## src/verilog/crhbp_consts.svh

```systemverilog
// Functional notes
// - Nonmultiplexed after reset until address strobe rises
// - Rising address strobe selects multiplexed mode
// - Reset or chip deselect returns nonmultiplexed
// - Falling address strobe latches low data nibble
// - Address latched regardless of chip select
// - Multiplexed access needs strobe and chip select
// - Nonmultiplexed address on dedicated address pins
// - Nonmultiplexed read strobe selects direction
// - Nonmultiplexed access needs write strobe, select
// - Five registers banked per three interfaces
// - Power control banked for A, B only
// - Banked access goes to selected card
// - Shared address: read receive, write transmit
// - Interrupt output low while pending
// - Four-bit address space, fixed register offsets
// - Card select bits one-hot encoded
// - Unimplemented bits ignore writes, read zero
`ifndef CRHBP_CONSTS_SVH
`define CRHBP_CONSTS_SVH

// ============================================================
// Register offsets
`define CRHBP_OFS_CARD_SELECT_CTRL  4'h0
`define CRHBP_OFS_CARD_CLOCK_CONFIG 4'h1
`define CRHBP_OFS_ETU_DIVIDER       4'h2
`define CRHBP_OFS_UART_CTRL_B       4'h3
`define CRHBP_OFS_GUARD_TIME        4'h5
`define CRHBP_OFS_UART_CTRL_A       4'h6
`define CRHBP_OFS_POWER_CTRL        4'h7
`define CRHBP_OFS_TIMEOUT_CONFIG    4'h8
`define CRHBP_OFS_UART_HOLDING      4'hd

// ============================================================
// Implemented-bit masks
`define CRHBP_MASK_CARD_CLOCK_CONFIG 8'h3f
`define CRHBP_MASK_UART_CTRL_B       8'h7f
`define CRHBP_MASK_UART_CTRL_A       8'hdf
`define CRHBP_MASK_POWER_CTRL        8'h3f
`define CRHBP_MASK_FULL              8'hff

// ============================================================
// Card select field layout
`define CRHBP_CSEL_ID_MSB    7
`define CRHBP_CSEL_ID_LSB    4
`define CRHBP_CSEL_SOFT_RST  3
`define CRHBP_CSEL_SEL_MSB   2
`define CRHBP_CSEL_SEL_LSB   0

// ============================================================
// One-hot card select codes
`define CRHBP_SEL_NONE 3'h0
`define CRHBP_SEL_A    3'h1
`define CRHBP_SEL_B    3'h2
`define CRHBP_SEL_AUX  3'h4

// ============================================================
// Reset values and soft-reset forcing
`define CRHBP_RST_ZERO            8'h00
`define CRHBP_RST_POWER_CTRL      8'h30
`define CRHBP_SRST_UART_A_KEEP    8'h73
`define CRHBP_SRST_POWER_SET      8'h30
`define CRHBP_SRST_POWER_KEEP     8'h0f

`endif

```

## src/verilog/crhbp_pkg.sv

```systemverilog
package crhbp_pkg;

  // Host port bus mode, Gray along idle->mux->idle
  typedef enum logic [1:0] {
    BUS_NONMUX = 2'b00,
    BUS_MUX    = 2'b01
  } crhbp_mode_type;

  // Settings of the selected card interface
  typedef struct packed {
    logic [7:0] clockConfig;
    logic [7:0] etuDivider;
    logic [7:0] uartCtrlB;
    logic [7:0] guardTime;
    logic [7:0] uartCtrlA;
    logic [7:0] powerCtrl;
  } crhbp_card_cfg_type;

  // Synchronised host strobes
  typedef struct packed {
    logic rdN;
    logic wrN;
    logic csN;
    logic ale;
  } crhbp_strobe_type;

endpackage

```

## src/verilog/crhbp_host_port.sv

```systemverilog
`timescale 1ns/1ns
`include "crhbp_consts.svh"
module crhbp_host_port #(
  parameter int         CARDS      = 3,
  parameter int         PWR_CARDS  = 2,
  parameter logic [3:0] DEVICE_ID  = 4'h5  // Arbitrary identification value
) (
  // Clock and reset
  input  wire logic                          core_clk,
  input  wire logic                          rst_n,
  input  wire logic                          clkEn,
  // Host parallel bus
  input  wire logic [7:0]                    busDataIn,
  output logic      [7:0]                    busDataOut,
  output logic                               busDataOe,
  input  wire logic [3:0]                    regAddrPins,
  input  wire logic                          rdN,
  input  wire logic                          wrN,
  input  wire logic                          csN,
  input  wire logic                          ale,
  // Interrupt
  input  wire logic                          irqPending,
  output logic                               intN,
  // Card core side
  input  wire logic [7:0]                    uartRxHolding,
  output logic                               rxHoldingRead,
  output logic [7:0]                         uartTxHolding,
  output logic                               txHoldingLoad,
  output logic [2:0]                         cardSelBits,
  output logic                               uartSoftReset,
  output crhbp_pkg::crhbp_card_cfg_type      selCardCfg,
  output logic [7:0]                         timeoutConfig,
  output logic                               busMuxMode
);

  initial
  begin
    if (CARDS != 3)
      $error("crhbp_host_port: CARDS must be 3 for one-hot select");
    if (PWR_CARDS < 1 || PWR_CARDS > CARDS)
      $error("crhbp_host_port: PWR_CARDS out of range");
  end

  // ============================================================
  // Synchronised inputs
  localparam int SYNC_W = 16;
  logic [SYNC_W-1:0]             syncBus;
  crhbp_pkg::crhbp_strobe_type   strobeNow;
  crhbp_pkg::crhbp_strobe_type   strobePrev_q;
  logic [7:0]                    dataNow;
  logic [3:0]                    addrPinsNow;
  logic [7:0]                    dataPrev_q;
  logic [3:0]                    addrPinsPrev_q;
  crhbp_pkg::crhbp_mode_type     mode;
  logic [3:0]                    muxAddr;
  crhbp_sync #(
    .WIDTH (SYNC_W)
  ) u_sync (
    .core_clk (core_clk),
    .rst_n    (rst_n),
    .clkEn    (clkEn),
    .asyncIn  ({~rdN, ~wrN, ~csN, ale, regAddrPins, busDataIn}),
    .syncOut  (syncBus)
  );
  assign strobeNow   = syncBus[15:12] ^ 4'he;  // Active-low strobes pass inverted so a reset stage reads idle
  assign addrPinsNow = syncBus[11:8];
  assign dataNow     = syncBus[7:0];
  crhbp_mode_detect u_mode (
    .core_clk    (core_clk),
    .rst_n       (rst_n),
    .clkEn       (clkEn),
    .aleNow      (strobeNow.ale),
    .alePrev     (strobePrev_q.ale),
    .csNNow      (strobeNow.csN),
    .csNPrev     (strobePrev_q.csN),
    .addrNibble  (dataPrev_q[3:0]),
    .mode        (mode),
    .latchedAddr (muxAddr)
  );

  // ============================================================
  // Access decode
  logic       readActive;
  logic       writeActive;
  logic       writeActivePrev;
  logic       readActivePrev;
  logic       writeCommit;
  logic       readEnd;
  logic [3:0] accessAddr;
  logic [7:0] writeData;

  always_comb
  begin
    if (mode == crhbp_pkg::BUS_MUX)
    begin
      readActive      = ~strobeNow.csN & ~strobeNow.rdN;
      writeActive     = ~strobeNow.csN & ~strobeNow.wrN;
      readActivePrev  = ~strobePrev_q.csN & ~strobePrev_q.rdN;
      writeActivePrev = ~strobePrev_q.csN & ~strobePrev_q.wrN;
      accessAddr      = muxAddr;
    end
    else
    begin
      readActive      = ~strobeNow.csN & ~strobeNow.wrN & strobeNow.rdN;
      writeActive     = ~strobeNow.csN & ~strobeNow.wrN & ~strobeNow.rdN;
      readActivePrev  = ~strobePrev_q.csN & ~strobePrev_q.wrN & strobePrev_q.rdN;
      writeActivePrev = ~strobePrev_q.csN & ~strobePrev_q.wrN & ~strobePrev_q.rdN;
      accessAddr      = addrPinsPrev_q;
    end
    // Commit at end of write, using data held through the strobe
    writeCommit = clkEn & writeActivePrev & ~writeActive;
    readEnd     = clkEn & readActivePrev & ~readActive;
    writeData   = dataPrev_q;
  end

  // ============================================================
  // Register file
  logic [7:0] clockCfg_q   [CARDS];
  logic [7:0] clockCfg_d   [CARDS];
  logic [7:0] etuDiv_q     [CARDS];
  logic [7:0] etuDiv_d     [CARDS];
  logic [7:0] ctrlB_q      [CARDS];
  logic [7:0] ctrlB_d      [CARDS];
  logic [7:0] guard_q      [CARDS];
  logic [7:0] guard_d      [CARDS];
  logic [7:0] ctrlA_q      [CARDS];
  logic [7:0] ctrlA_d      [CARDS];
  logic [7:0] power_q      [PWR_CARDS];
  logic [7:0] power_d      [PWR_CARDS];
  logic       softRstN_q;
  logic       softRstN_d;
  logic [2:0] cardSel_q;
  logic [2:0] cardSel_d;
  logic [7:0] timeout_q;
  logic [7:0] timeout_d;
  logic [7:0] txHold_q;
  logic [7:0] txHold_d;
  logic       cardValid;
  int         cardIdx;

  always_comb
  begin
    // One-hot card select to bank index
    cardValid = 1'b1;
    cardIdx   = 0;
    case (cardSel_q)
      `CRHBP_SEL_A:   cardIdx = 0;
      `CRHBP_SEL_B:   cardIdx = 1;
      `CRHBP_SEL_AUX: cardIdx = 2;
      default:        cardValid = 1'b0;
    endcase
  end

  // Per-card banks, each with its own write decode
  genvar c;
  generate
    for (c = 0; c < CARDS; c++)
    begin : g_bank
      logic hit;
      always_comb
      begin
        hit           = writeCommit & cardValid & (cardIdx == c);
        clockCfg_d[c] = clockCfg_q[c];
        etuDiv_d[c]   = etuDiv_q[c];
        ctrlB_d[c]    = ctrlB_q[c];
        guard_d[c]    = guard_q[c];
        ctrlA_d[c]    = ctrlA_q[c];
        if (hit)
        begin
          case (accessAddr)
            `CRHBP_OFS_CARD_CLOCK_CONFIG: clockCfg_d[c] = writeData & `CRHBP_MASK_CARD_CLOCK_CONFIG;
            `CRHBP_OFS_ETU_DIVIDER:       etuDiv_d[c]   = writeData;
            `CRHBP_OFS_UART_CTRL_B:       ctrlB_d[c]    = writeData & `CRHBP_MASK_UART_CTRL_B;
            `CRHBP_OFS_GUARD_TIME:        guard_d[c]    = writeData;
            `CRHBP_OFS_UART_CTRL_A:       ctrlA_d[c]    = writeData & `CRHBP_MASK_UART_CTRL_A;
            default:                      ;
          endcase
        end
        // UART soft reset clears selected fields of the control bank
        if (clkEn & ~softRstN_q)
          ctrlA_d[c] = ctrlA_d[c] & `CRHBP_SRST_UART_A_KEEP;
      end

      always_ff @(posedge core_clk or negedge rst_n)
      begin
        if (!rst_n)
        begin
          clockCfg_q[c] <= `CRHBP_RST_ZERO;
          etuDiv_q[c]   <= `CRHBP_RST_ZERO;
          ctrlB_q[c]    <= `CRHBP_RST_ZERO;
          guard_q[c]    <= `CRHBP_RST_ZERO;
          ctrlA_q[c]    <= `CRHBP_RST_ZERO;
        end
        else
        begin
          clockCfg_q[c] <= clockCfg_d[c];
          etuDiv_q[c]   <= etuDiv_d[c];
          ctrlB_q[c]    <= ctrlB_d[c];
          guard_q[c]    <= guard_d[c];
          ctrlA_q[c]    <= ctrlA_d[c];
        end
      end
    end

    for (c = 0; c < PWR_CARDS; c++)
    begin : g_power
      always_comb
      begin
        power_d[c] = power_q[c];
        if (writeCommit & cardValid & (cardIdx == c) &
            (accessAddr == `CRHBP_OFS_POWER_CTRL))
          power_d[c] = writeData & `CRHBP_MASK_POWER_CTRL;
        if (clkEn & ~softRstN_q)
          power_d[c] = (power_d[c] & `CRHBP_SRST_POWER_KEEP) | `CRHBP_SRST_POWER_SET;
      end

      always_ff @(posedge core_clk or negedge rst_n)
      begin
        if (!rst_n)
          power_q[c] <= `CRHBP_RST_POWER_CTRL;
        else
          power_q[c] <= power_d[c];
      end
    end
  endgenerate

  // ============================================================
  // Unbanked registers
  always_comb
  begin
    softRstN_d = softRstN_q;
    cardSel_d  = cardSel_q;
    timeout_d  = timeout_q;
    txHold_d   = txHold_q;
    if (writeCommit)
    begin
      case (accessAddr)
        `CRHBP_OFS_CARD_SELECT_CTRL:
        begin
          softRstN_d = writeData[`CRHBP_CSEL_SOFT_RST];
          cardSel_d  = writeData[`CRHBP_CSEL_SEL_MSB:`CRHBP_CSEL_SEL_LSB];
        end
        `CRHBP_OFS_TIMEOUT_CONFIG: timeout_d = writeData;
        `CRHBP_OFS_UART_HOLDING:   txHold_d  = writeData;
        default:                   ;
      endcase
    end
    if (clkEn & ~softRstN_q)
      timeout_d = `CRHBP_RST_ZERO;
  end
  // ============================================================
  // Read data and outputs
  logic [7:0]                    rdData;
  logic [7:0]                    dataOut_q;
  logic [7:0]                    dataOut_d;
  logic                          dataOe_q;
  logic                          dataOe_d;
  logic                          intN_q;
  logic                          intN_d;
  logic                          rxRead_q;
  logic                          rxRead_d;
  logic                          txLoad_q;
  logic                          txLoad_d;
  crhbp_pkg::crhbp_card_cfg_type selCfg_q;
  crhbp_pkg::crhbp_card_cfg_type selCfg_d;
  logic                          busMux_q;
  logic                          busMux_d;
  logic                          hasPower;

  always_comb
  begin
    hasPower = cardValid && (cardIdx < PWR_CARDS);
    rdData   = 8'h00;
    case (accessAddr)
      `CRHBP_OFS_CARD_SELECT_CTRL:  rdData = {DEVICE_ID, softRstN_q, cardSel_q};
      `CRHBP_OFS_CARD_CLOCK_CONFIG: rdData = cardValid ? clockCfg_q[cardIdx] : 8'h00;
      `CRHBP_OFS_ETU_DIVIDER:       rdData = cardValid ? etuDiv_q[cardIdx] : 8'h00;
      `CRHBP_OFS_UART_CTRL_B:       rdData = cardValid ? ctrlB_q[cardIdx] : 8'h00;
      `CRHBP_OFS_GUARD_TIME:        rdData = cardValid ? guard_q[cardIdx] : 8'h00;
      `CRHBP_OFS_UART_CTRL_A:       rdData = cardValid ? ctrlA_q[cardIdx] : 8'h00;
      `CRHBP_OFS_POWER_CTRL:        rdData = hasPower ? power_q[cardIdx] : 8'h00;
      `CRHBP_OFS_TIMEOUT_CONFIG:    rdData = timeout_q;
      `CRHBP_OFS_UART_HOLDING:      rdData = uartRxHolding;
      default:                      rdData = 8'h00;
    endcase

    dataOut_d = dataOut_q;
    dataOe_d  = dataOe_q;
    intN_d    = intN_q;
    rxRead_d  = 1'b0;
    txLoad_d  = 1'b0;
    selCfg_d  = selCfg_q;
    busMux_d  = busMux_q;
    if (clkEn)
    begin
      dataOe_d  = readActive;
      dataOut_d = readActive ? rdData : 8'h00;
      intN_d    = ~irqPending;
      rxRead_d  = readEnd & (accessAddr == `CRHBP_OFS_UART_HOLDING);
      txLoad_d  = writeCommit & (accessAddr == `CRHBP_OFS_UART_HOLDING);
      busMux_d  = (mode == crhbp_pkg::BUS_MUX);
      if (cardValid)
      begin
        selCfg_d.clockConfig = clockCfg_q[cardIdx];
        selCfg_d.etuDivider  = etuDiv_q[cardIdx];
        selCfg_d.uartCtrlB   = ctrlB_q[cardIdx];
        selCfg_d.guardTime   = guard_q[cardIdx];
        selCfg_d.uartCtrlA   = ctrlA_q[cardIdx];
        selCfg_d.powerCtrl   = hasPower ? power_q[cardIdx] : 8'h00;
      end
      else
        selCfg_d = '0;
    end
  end

  always_ff @(posedge core_clk or negedge rst_n)
  begin
    if (!rst_n)
    begin
      strobePrev_q   <= 4'hf;
      dataPrev_q     <= 8'h00;
      addrPinsPrev_q <= 4'h0;
      softRstN_q     <= 1'b0;
      cardSel_q      <= `CRHBP_SEL_NONE;
      timeout_q      <= `CRHBP_RST_ZERO;
      txHold_q       <= `CRHBP_RST_ZERO;
      dataOut_q      <= 8'h00;
      dataOe_q       <= 1'b0;
      intN_q         <= 1'b1;
      rxRead_q       <= 1'b0;
      txLoad_q       <= 1'b0;
      selCfg_q       <= '0;
      busMux_q       <= 1'b0;
    end
    else
    begin
      if (clkEn)
      begin
        strobePrev_q   <= strobeNow;
        dataPrev_q     <= dataNow;
        addrPinsPrev_q <= addrPinsNow;
      end
      softRstN_q <= softRstN_d;
      cardSel_q  <= cardSel_d;
      timeout_q  <= timeout_d;
      txHold_q   <= txHold_d;
      dataOut_q  <= dataOut_d;
      dataOe_q   <= dataOe_d;
      intN_q     <= intN_d;
      rxRead_q   <= rxRead_d;
      txLoad_q   <= txLoad_d;
      selCfg_q   <= selCfg_d;
      busMux_q   <= busMux_d;
    end
  end

  assign busDataOut    = dataOut_q;
  assign busDataOe     = dataOe_q;
  assign intN          = intN_q;
  assign rxHoldingRead = rxRead_q;
  assign uartTxHolding = txHold_q;
  assign txHoldingLoad = txLoad_q;
  assign cardSelBits   = cardSel_q;
  assign uartSoftReset = ~softRstN_q;
  assign selCardCfg    = selCfg_q;
  assign timeoutConfig = timeout_q;
  assign busMuxMode    = busMux_q;

endmodule // crhbp_host_port

```

## src/verilog/crhbp_mode_detect.sv

```systemverilog
`timescale 1ns/1ns
`include "crhbp_consts.svh"
module crhbp_mode_detect (
  // Clock and reset
  input  wire logic                   core_clk,
  input  wire logic                   rst_n,
  input  wire logic                   clkEn,
  // Synchronised bus view
  input  wire logic                   aleNow,
  input  wire logic                   alePrev,
  input  wire logic                   csNNow,
  input  wire logic                   csNPrev,
  input  wire logic [3:0]             addrNibble,
  // Result
  output crhbp_pkg::crhbp_mode_type   mode,
  output logic      [3:0]             latchedAddr
);

  crhbp_pkg::crhbp_mode_type mode_q;
  crhbp_pkg::crhbp_mode_type mode_d;
  logic [3:0]                addr_q;
  logic [3:0]                addr_d;
  logic [1:0]                primed_q;
  logic [1:0]                primed_d;
  logic                      aleRise;
  logic                      aleFall;
  logic                      csRelease;

  // ============================================================
  // Mode tracking and address latch
  always_comb
  begin
    aleRise   = aleNow & ~alePrev;
    aleFall   = ~aleNow & alePrev;
    csRelease = csNNow & ~csNPrev;
    mode_d    = mode_q;
    addr_d    = addr_q;
    primed_d  = primed_q;
    if (clkEn)
    begin
      // Edge history is unreliable until the synchroniser has filled
      if (primed_q != 2'h3)
        primed_d = primed_q + 2'h1;
      case (mode_q)
        crhbp_pkg::BUS_NONMUX:
        begin
          if (aleRise && primed_q == 2'h3)
            mode_d = crhbp_pkg::BUS_MUX;
        end
        crhbp_pkg::BUS_MUX:
        begin
          if (csRelease)
            mode_d = crhbp_pkg::BUS_NONMUX;
          if (aleFall)
            addr_d = addrNibble;
        end
        default:
          mode_d = crhbp_pkg::BUS_NONMUX;
      endcase
    end
  end

  always_ff @(posedge core_clk or negedge rst_n)
  begin
    if (!rst_n)
    begin
      mode_q <= crhbp_pkg::BUS_NONMUX;
      addr_q <= 4'h0;
      primed_q <= 2'h0;
    end
    else
    begin
      mode_q <= mode_d;
      addr_q <= addr_d;
      primed_q <= primed_d;
    end
  end

  assign mode        = mode_q;
  assign latchedAddr = addr_q;

endmodule // crhbp_mode_detect

```

## src/verilog/crhbp_sync.sv

```systemverilog
`timescale 1ns/1ns
module crhbp_sync #(
  parameter int WIDTH = 16
) (
  // Clock and reset
  input  wire logic             core_clk,
  input  wire logic             rst_n,
  input  wire logic             clkEn,
  // Data
  input  wire logic [WIDTH-1:0] asyncIn,
  output logic      [WIDTH-1:0] syncOut
);

  initial
  begin
    if (WIDTH < 1)
      $error("crhbp_sync: WIDTH must be positive");
  end

  // ============================================================
  // Two-stage synchroniser per bit
  genvar i;
  generate
    for (i = 0; i < WIDTH; i++)
    begin : g_bit
      logic stage1_q;
      logic stage1_d;
      logic stage2_q;
      logic stage2_d;

      always_comb
      begin
        stage1_d = clkEn ? asyncIn[i] : stage1_q;
        stage2_d = clkEn ? stage1_q : stage2_q;
      end

      always_ff @(posedge core_clk or negedge rst_n)
      begin
        if (!rst_n)
        begin
          stage1_q <= 1'b0;
          stage2_q <= 1'b0;
        end
        else
        begin
          stage1_q <= stage1_d;
          stage2_q <= stage2_d;
        end
      end

      assign syncOut[i] = stage2_q;
    end
  endgenerate

endmodule // crhbp_sync
```

## config.mk

```make
export PLATFORM = sky130hd
export DESIGN_NAME = crhbp_host_port
export DESIGN_NICKNAME = d
export VERILOG_FILES = /design/src/verilog/crhbp_pkg.sv /design/src/verilog/crhbp_host_port.sv /design/src/verilog/crhbp_mode_detect.sv /design/src/verilog/crhbp_sync.sv
export VERILOG_INCLUDE_DIRS = /design/src /design/src/verilog
export SDC_FILE = /design/constraint.sdc
export NUM_CORES = 1
export LEC_CHECK = 0
export BUFFER_PORTS_ARGS = -buffer_cell sky130_fd_sc_hd__buf_2
export CORE_MARGIN = 1
export CORE_UTILIZATION = 25
export DETAILED_ROUTE_END_ITERATION = 8
export HOLD_SLACK_MARGIN = 0.03
export PLACE_DENSITY_LB_ADDON = 0.25
export SETUP_SLACK_MARGIN = 0.1
export SYNTH_ARGS = -nofsm -noshare
export SYNTH_HDL_FRONTEND = slang
export SYNTH_SLANG_ARGS = --single-unit
```

## constraint.sdc

```tcl
create_clock -name core_clk -period 6.1 [get_ports core_clk]
set_input_delay 0 -clock core_clk [delete_from_list [all_inputs] [get_ports core_clk]]
set_output_delay 0 -clock core_clk [all_outputs]
set_load 0.01 [all_outputs]
```

==> implementation parameters <==
Parameter                              Value

Clocking
  Number of H-tree levels ... 1
  Number of buffers on the longest clock path ... 3
  Clock Pin Slew Worst Setup and Hold Paths ... 0.06 ns
  Clock root buffer master ... sky130_fd_sc_hd__clkbuf_16
  Latest clock arrival within the worst-skew pair ... a little under 0.6 ns
  TritonCTS clock tree ... built
  Post-CTS Setup Repair Bufs ... 0
  Number of clock sinks ... 251
  CTS buffer count ... 29

Timing
  Achievable frequency ... a little over 300 MHz
  Tightest Pin Transition ... between 1 and 1.5 ns
  Max Clock Skew ... 0.02738 ns
  Max-slew violation count ... 0
  Unrepaired setup endpoints after global routing ... no
  Max_slew headroom ... 29.08%
  Final number of setup-violating endpoints ... 0
  Hold Slack ... 0.03719 ns
  Final worst-path cycle share ... 52.93%
  Accumulated negative setup slack ... 0 ns
  Fin crit period ... 3.229 ns
  Final number of hold-violating endpoints ... 0

Placed design
  HPWL after detailed placement ... approximately 24000 um
  Placed Instance Area ... ~13000 sq um
  Final estimated routing congestion in global placement ... 0.7940
  Buffers on Ports ... 104

Routing
  Residual DRC ... 16
  Count of vias placed by the detailed router ... around 7900
  Drt total wl ... between 30000 and 40000 um
  Mean number of vias per cell ... between 4 and 5
  First-pass DRT Iterations ... 7
  Antenna Nets Post-Route ... 0
  Met2 layer wire length in the routed design ... 15910 um
  Initial DRC Count ... 448
  Met1 wire length ... around 17000 um
  Routed length per placed instance ... 21.58 um
  Met3 Routed Length ... between 1500 and 2000 um
  Highest layer used for signal routing ... met4

Layout
  Proportion of layout cells with a drive suffix above 1 ... 34.96%
  Number of inserted diodes ... 0
  Post-route standard cell area excluding fillers ... 14080 sq um
  Final Net Count ... 1053
  Syn-to-layout area delta ... 18.79%
  Most used cells in the layout excluding fill and tap cells ... sky130_fd_sc_hd__dfrtp_1 (241), sky130_fd_sc_hd__mux2_2 (115), sky130_fd_sc_hd__buf_2 (102)
  Leading cell type in the layout, fill and taps excluded ... sky130_fd_sc_hd__dfrtp_1
  Fin util ... 30.18%
  Fill count ... 4774

Global route
  Initial antenna violation count ... 0
  Tot GR Track Use ... 15.06%
  First-pass GRT wire length ... 54450 um
  Overflow left after global routing ... 0
  Vias in the first global route ... 8165
  Largest net degree at the start of global routing ... approximately 140

Logic synthesis
  Library cell with the largest summed area after synthesis ... sky130_fd_sc_hd__dfrtp_1
  Number of enable-type register cells in the synthesized netlist ... 0
  Synthesized cell area ... 11850 sq um
  Synthesized instance count ... approximately 920
  Post-Synthesis Mean Instance Area ... 12.90 sq um
  Share of flip-flops with an asynchronous set or reset after synthesis ... 100.0%
  Number of synthesized register bits ... ~250
  Largest cells by area after synthesis ... sky130_fd_sc_hd__dfrtp_1 (51%), sky130_fd_sc_hd__mux2_2 (11%), sky130_fd_sc_hd__mux2_1 (4.4%)
  Sequential area share after synthesis ... a little over half
  Unique masters post-synth ... 79
  Yosys synthesis warning count ... 0
  Share of the synthesized area in the top cell type ... 51.10%
  Primary flip-flop cell chosen by synthesis mapping ... sky130_fd_sc_hd__dfrtp_1

Power and ir drop
  VDD IR-drop max ... 203.2 uV
  Static leakage power ... 6.513 nW
  Power per cell area ... 336.2 nW/um^2

Critical path
  Crit Reg-Reg Startpoint ... cardSelBits[0]$_DFFE_PN0P_
  Crit path DAT ... 3.66 ns
  CP Launch Type ... flop
  Critical Path Fanout Max ... 40
  Nature of the critical path endpoint ... flop
  Worst setup path class ... reg2reg
  Required time at the worst-slack endpoint ... 6.53 ns
  CP startpoint ... cardSelBits[0]$_DFFE_PN0P_

Floorplanning
  Die extent in y ... 219.7 um
  Area enclosed by the die boundary ... 48280 sq um
  Die width ... 219.7 um
  Core area ... 46650 sq um
  Starting utilization of the core area ... 25.40%
  FP Rows ... 79
  I/O pin cnt ... 109

Worst hold path
  Startpoint of the worst hold path ... uartRxHolding[0]
  Path class of the lowest-slack min-delay path ... in2reg

Run status
  Outcome ... complete, but fails checks
  Violated checks ... DRC

Run
  Max-capacitance violation count ... 0
-- routing by layer --
metal  track usage, %  up-vias
met4            4.713        0
met5                0        -
li1                 -     3579
met1            21.58     4047
met3            2.747       51
met2            22.77      195
-- final timing paths --
path	end	slack [ns]	cells after the start
min reg2reg	u_mode.primed_q[0]$_DFFE_PN0P_	0.48	1
max in group asynchronous	ctrlB_q[5]$_DFFE_PN0P_	4.64	3
min	busDataOut[0]$_DFFE_PN0P_	0.04	5
max	etuDiv_q[18]$_DFFE_PN0P_	2.87	5
max reg2reg	etuDiv_q[18]$_DFFE_PN0P_	2.87	5
min in group asynchronous	u_sync.g_bit[1].stage1_q$_DFFE_PN0P_	0.10	2
-- worst max-delay path, cell delays in order, from the launching register on --
cell and delay [ns]:
sky130_fd_sc_hd__dfrtp_1 0.64, sky130_fd_sc_hd__buf_4 0.47, sky130_fd_sc_hd__nor2b_1 0.79, sky130_fd_sc_hd__and2_1 0.62
sky130_fd_sc_hd__nand2_4 0.19, sky130_fd_sc_hd__mux2_1 0.36
-- synthesized netlist by cell type, types with 4 or more instances --
| master | instances |
|---|---|
| sky130_fd_sc_hd__nor2b_1 | 5 |
| sky130_fd_sc_hd__inv_1 | 7 |
| sky130_fd_sc_hd__mux2_4 | 24 |
| sky130_fd_sc_hd__buf_4 | 7 |
| sky130_fd_sc_hd__buf_1 | 5 |
| sky130_fd_sc_hd__mux2_1 | 46 |
| sky130_fd_sc_hd__mux2_2 | 115 |
| sky130_fd_sc_hd__a31oi_1 | 7 |
| sky130_fd_sc_hd__nand2_4 | 6 |
| sky130_fd_sc_hd__and2_1 | 22 |
| sky130_fd_sc_hd__buf_2 | 9 |
| sky130_fd_sc_hd__clkbuf_1 | 39 |
| sky130_fd_sc_hd__nand3_1 | 10 |
| sky130_fd_sc_hd__a2bb2oi_1 | 6 |
| sky130_fd_sc_hd__nand3b_1 | 33 |
| sky130_fd_sc_hd__o22ai_1 | 8 |
| sky130_fd_sc_hd__dfstp_2 | 9 |
| sky130_fd_sc_hd__buf_6 | 8 |
| sky130_fd_sc_hd__nor3b_2 | 5 |
| sky130_fd_sc_hd__a21o_1 | 8 |
| sky130_fd_sc_hd__a21oi_1 | 40 |
| sky130_fd_sc_hd__nor2_4 | 4 |
| sky130_fd_sc_hd__a22oi_1 | 14 |
| sky130_fd_sc_hd__mux2i_1 | 13 |
| sky130_fd_sc_hd__o21ai_0 | 18 |
| sky130_fd_sc_hd__and3_1 | 4 |
| sky130_fd_sc_hd__dfrtp_1 | 242 |
| sky130_fd_sc_hd__nor4bb_1 | 18 |
| sky130_fd_sc_hd__nor2_1 | 45 |
| sky130_fd_sc_hd__and3b_1 | 4 |
| sky130_fd_sc_hd__a222oi_1 | 4 |
| sky130_fd_sc_hd__a221oi_1 | 9 |
| sky130_fd_sc_hd__a221o_1 | 13 |
| sky130_fd_sc_hd__nand2_1 | 39 |
-- layout make-up --
class | instances | area, sq um | area share, %
Multi-Input combinational cell | 596 | 5194 | 36.89
Inverter | 7 | 26.28 | 0.1866
Tap cell | 607 | 759.5 | 5.395
Timing Repair Buffer | 139 | 870.8 | 6.186
Clock inverter | 13 | 73.82 | 0.5244
Sequential cell | 251 | 6294 | 44.70
Clock buffer | 41 | 860.8 | 6.114
-- repair_timing --
| item | 4_1_cts | 5_1_grt |
|---|---|---|
| hold buffers | 25 | 0 |
| resized for setup | 0 | 0 |
| endpoints found under the hold margin | 137 | 0 |
-- kinds of logic (layout without fill, tap and decap cells) --
kind of cell / Yosys count / after routing / synth area share [%]
flops: 251 / 251 / 53.09
simple gates: 235 / 235 / 13.70
mux: 199 / 199 / 19.55
compound gates: 156 / 156 / 10.24
buf+inv: 75 / 200 / 3.199
fa+ha+maj: 1 / 1 / 0.1056
other cells: 1 / 4 / 0.03164
xor+xnor: 1 / 1 / 0.07392
-- sequential cells by signal, summed over array words and instances (netlist names), 4 cells and up --
signal / cells
u_sync.g_bit.stage2_q: 16
selCardCfg: 43
strobePrev_q: 4
clockCfg_q: 18
timeoutConfig: 8
u_sync.g_bit.stage1_q: 16
power_q: 12
ctrlA_q: 21
guard_q: 24
etuDiv_q: 24
busDataOut: 8
ctrlB_q: 21
addrPinsPrev_q: 4
dataPrev_q: 8
uartTxHolding: 8
u_mode.latchedAddr: 4
-- through the flow --
step	instances	power, mW	worst slack, ns
floorplan	922	2.683	4.080
global placement	1575	3.049	2.961
detailed placement	1575	3.058	2.864
CTS	1654	4.800	2.837
global route	1654	4.967	2.623
finish	1654	4.733	2.871
-- where the power goes --
group | internal, mW | switching, mW | leakage, nW
clock | 0.978 | 0.723 | 0.470
combinational | 0.371 | 0.607 | 2.72
sequential | 1.81 | 0.239 | 3.33
Power figures use the tool's default switching activity.
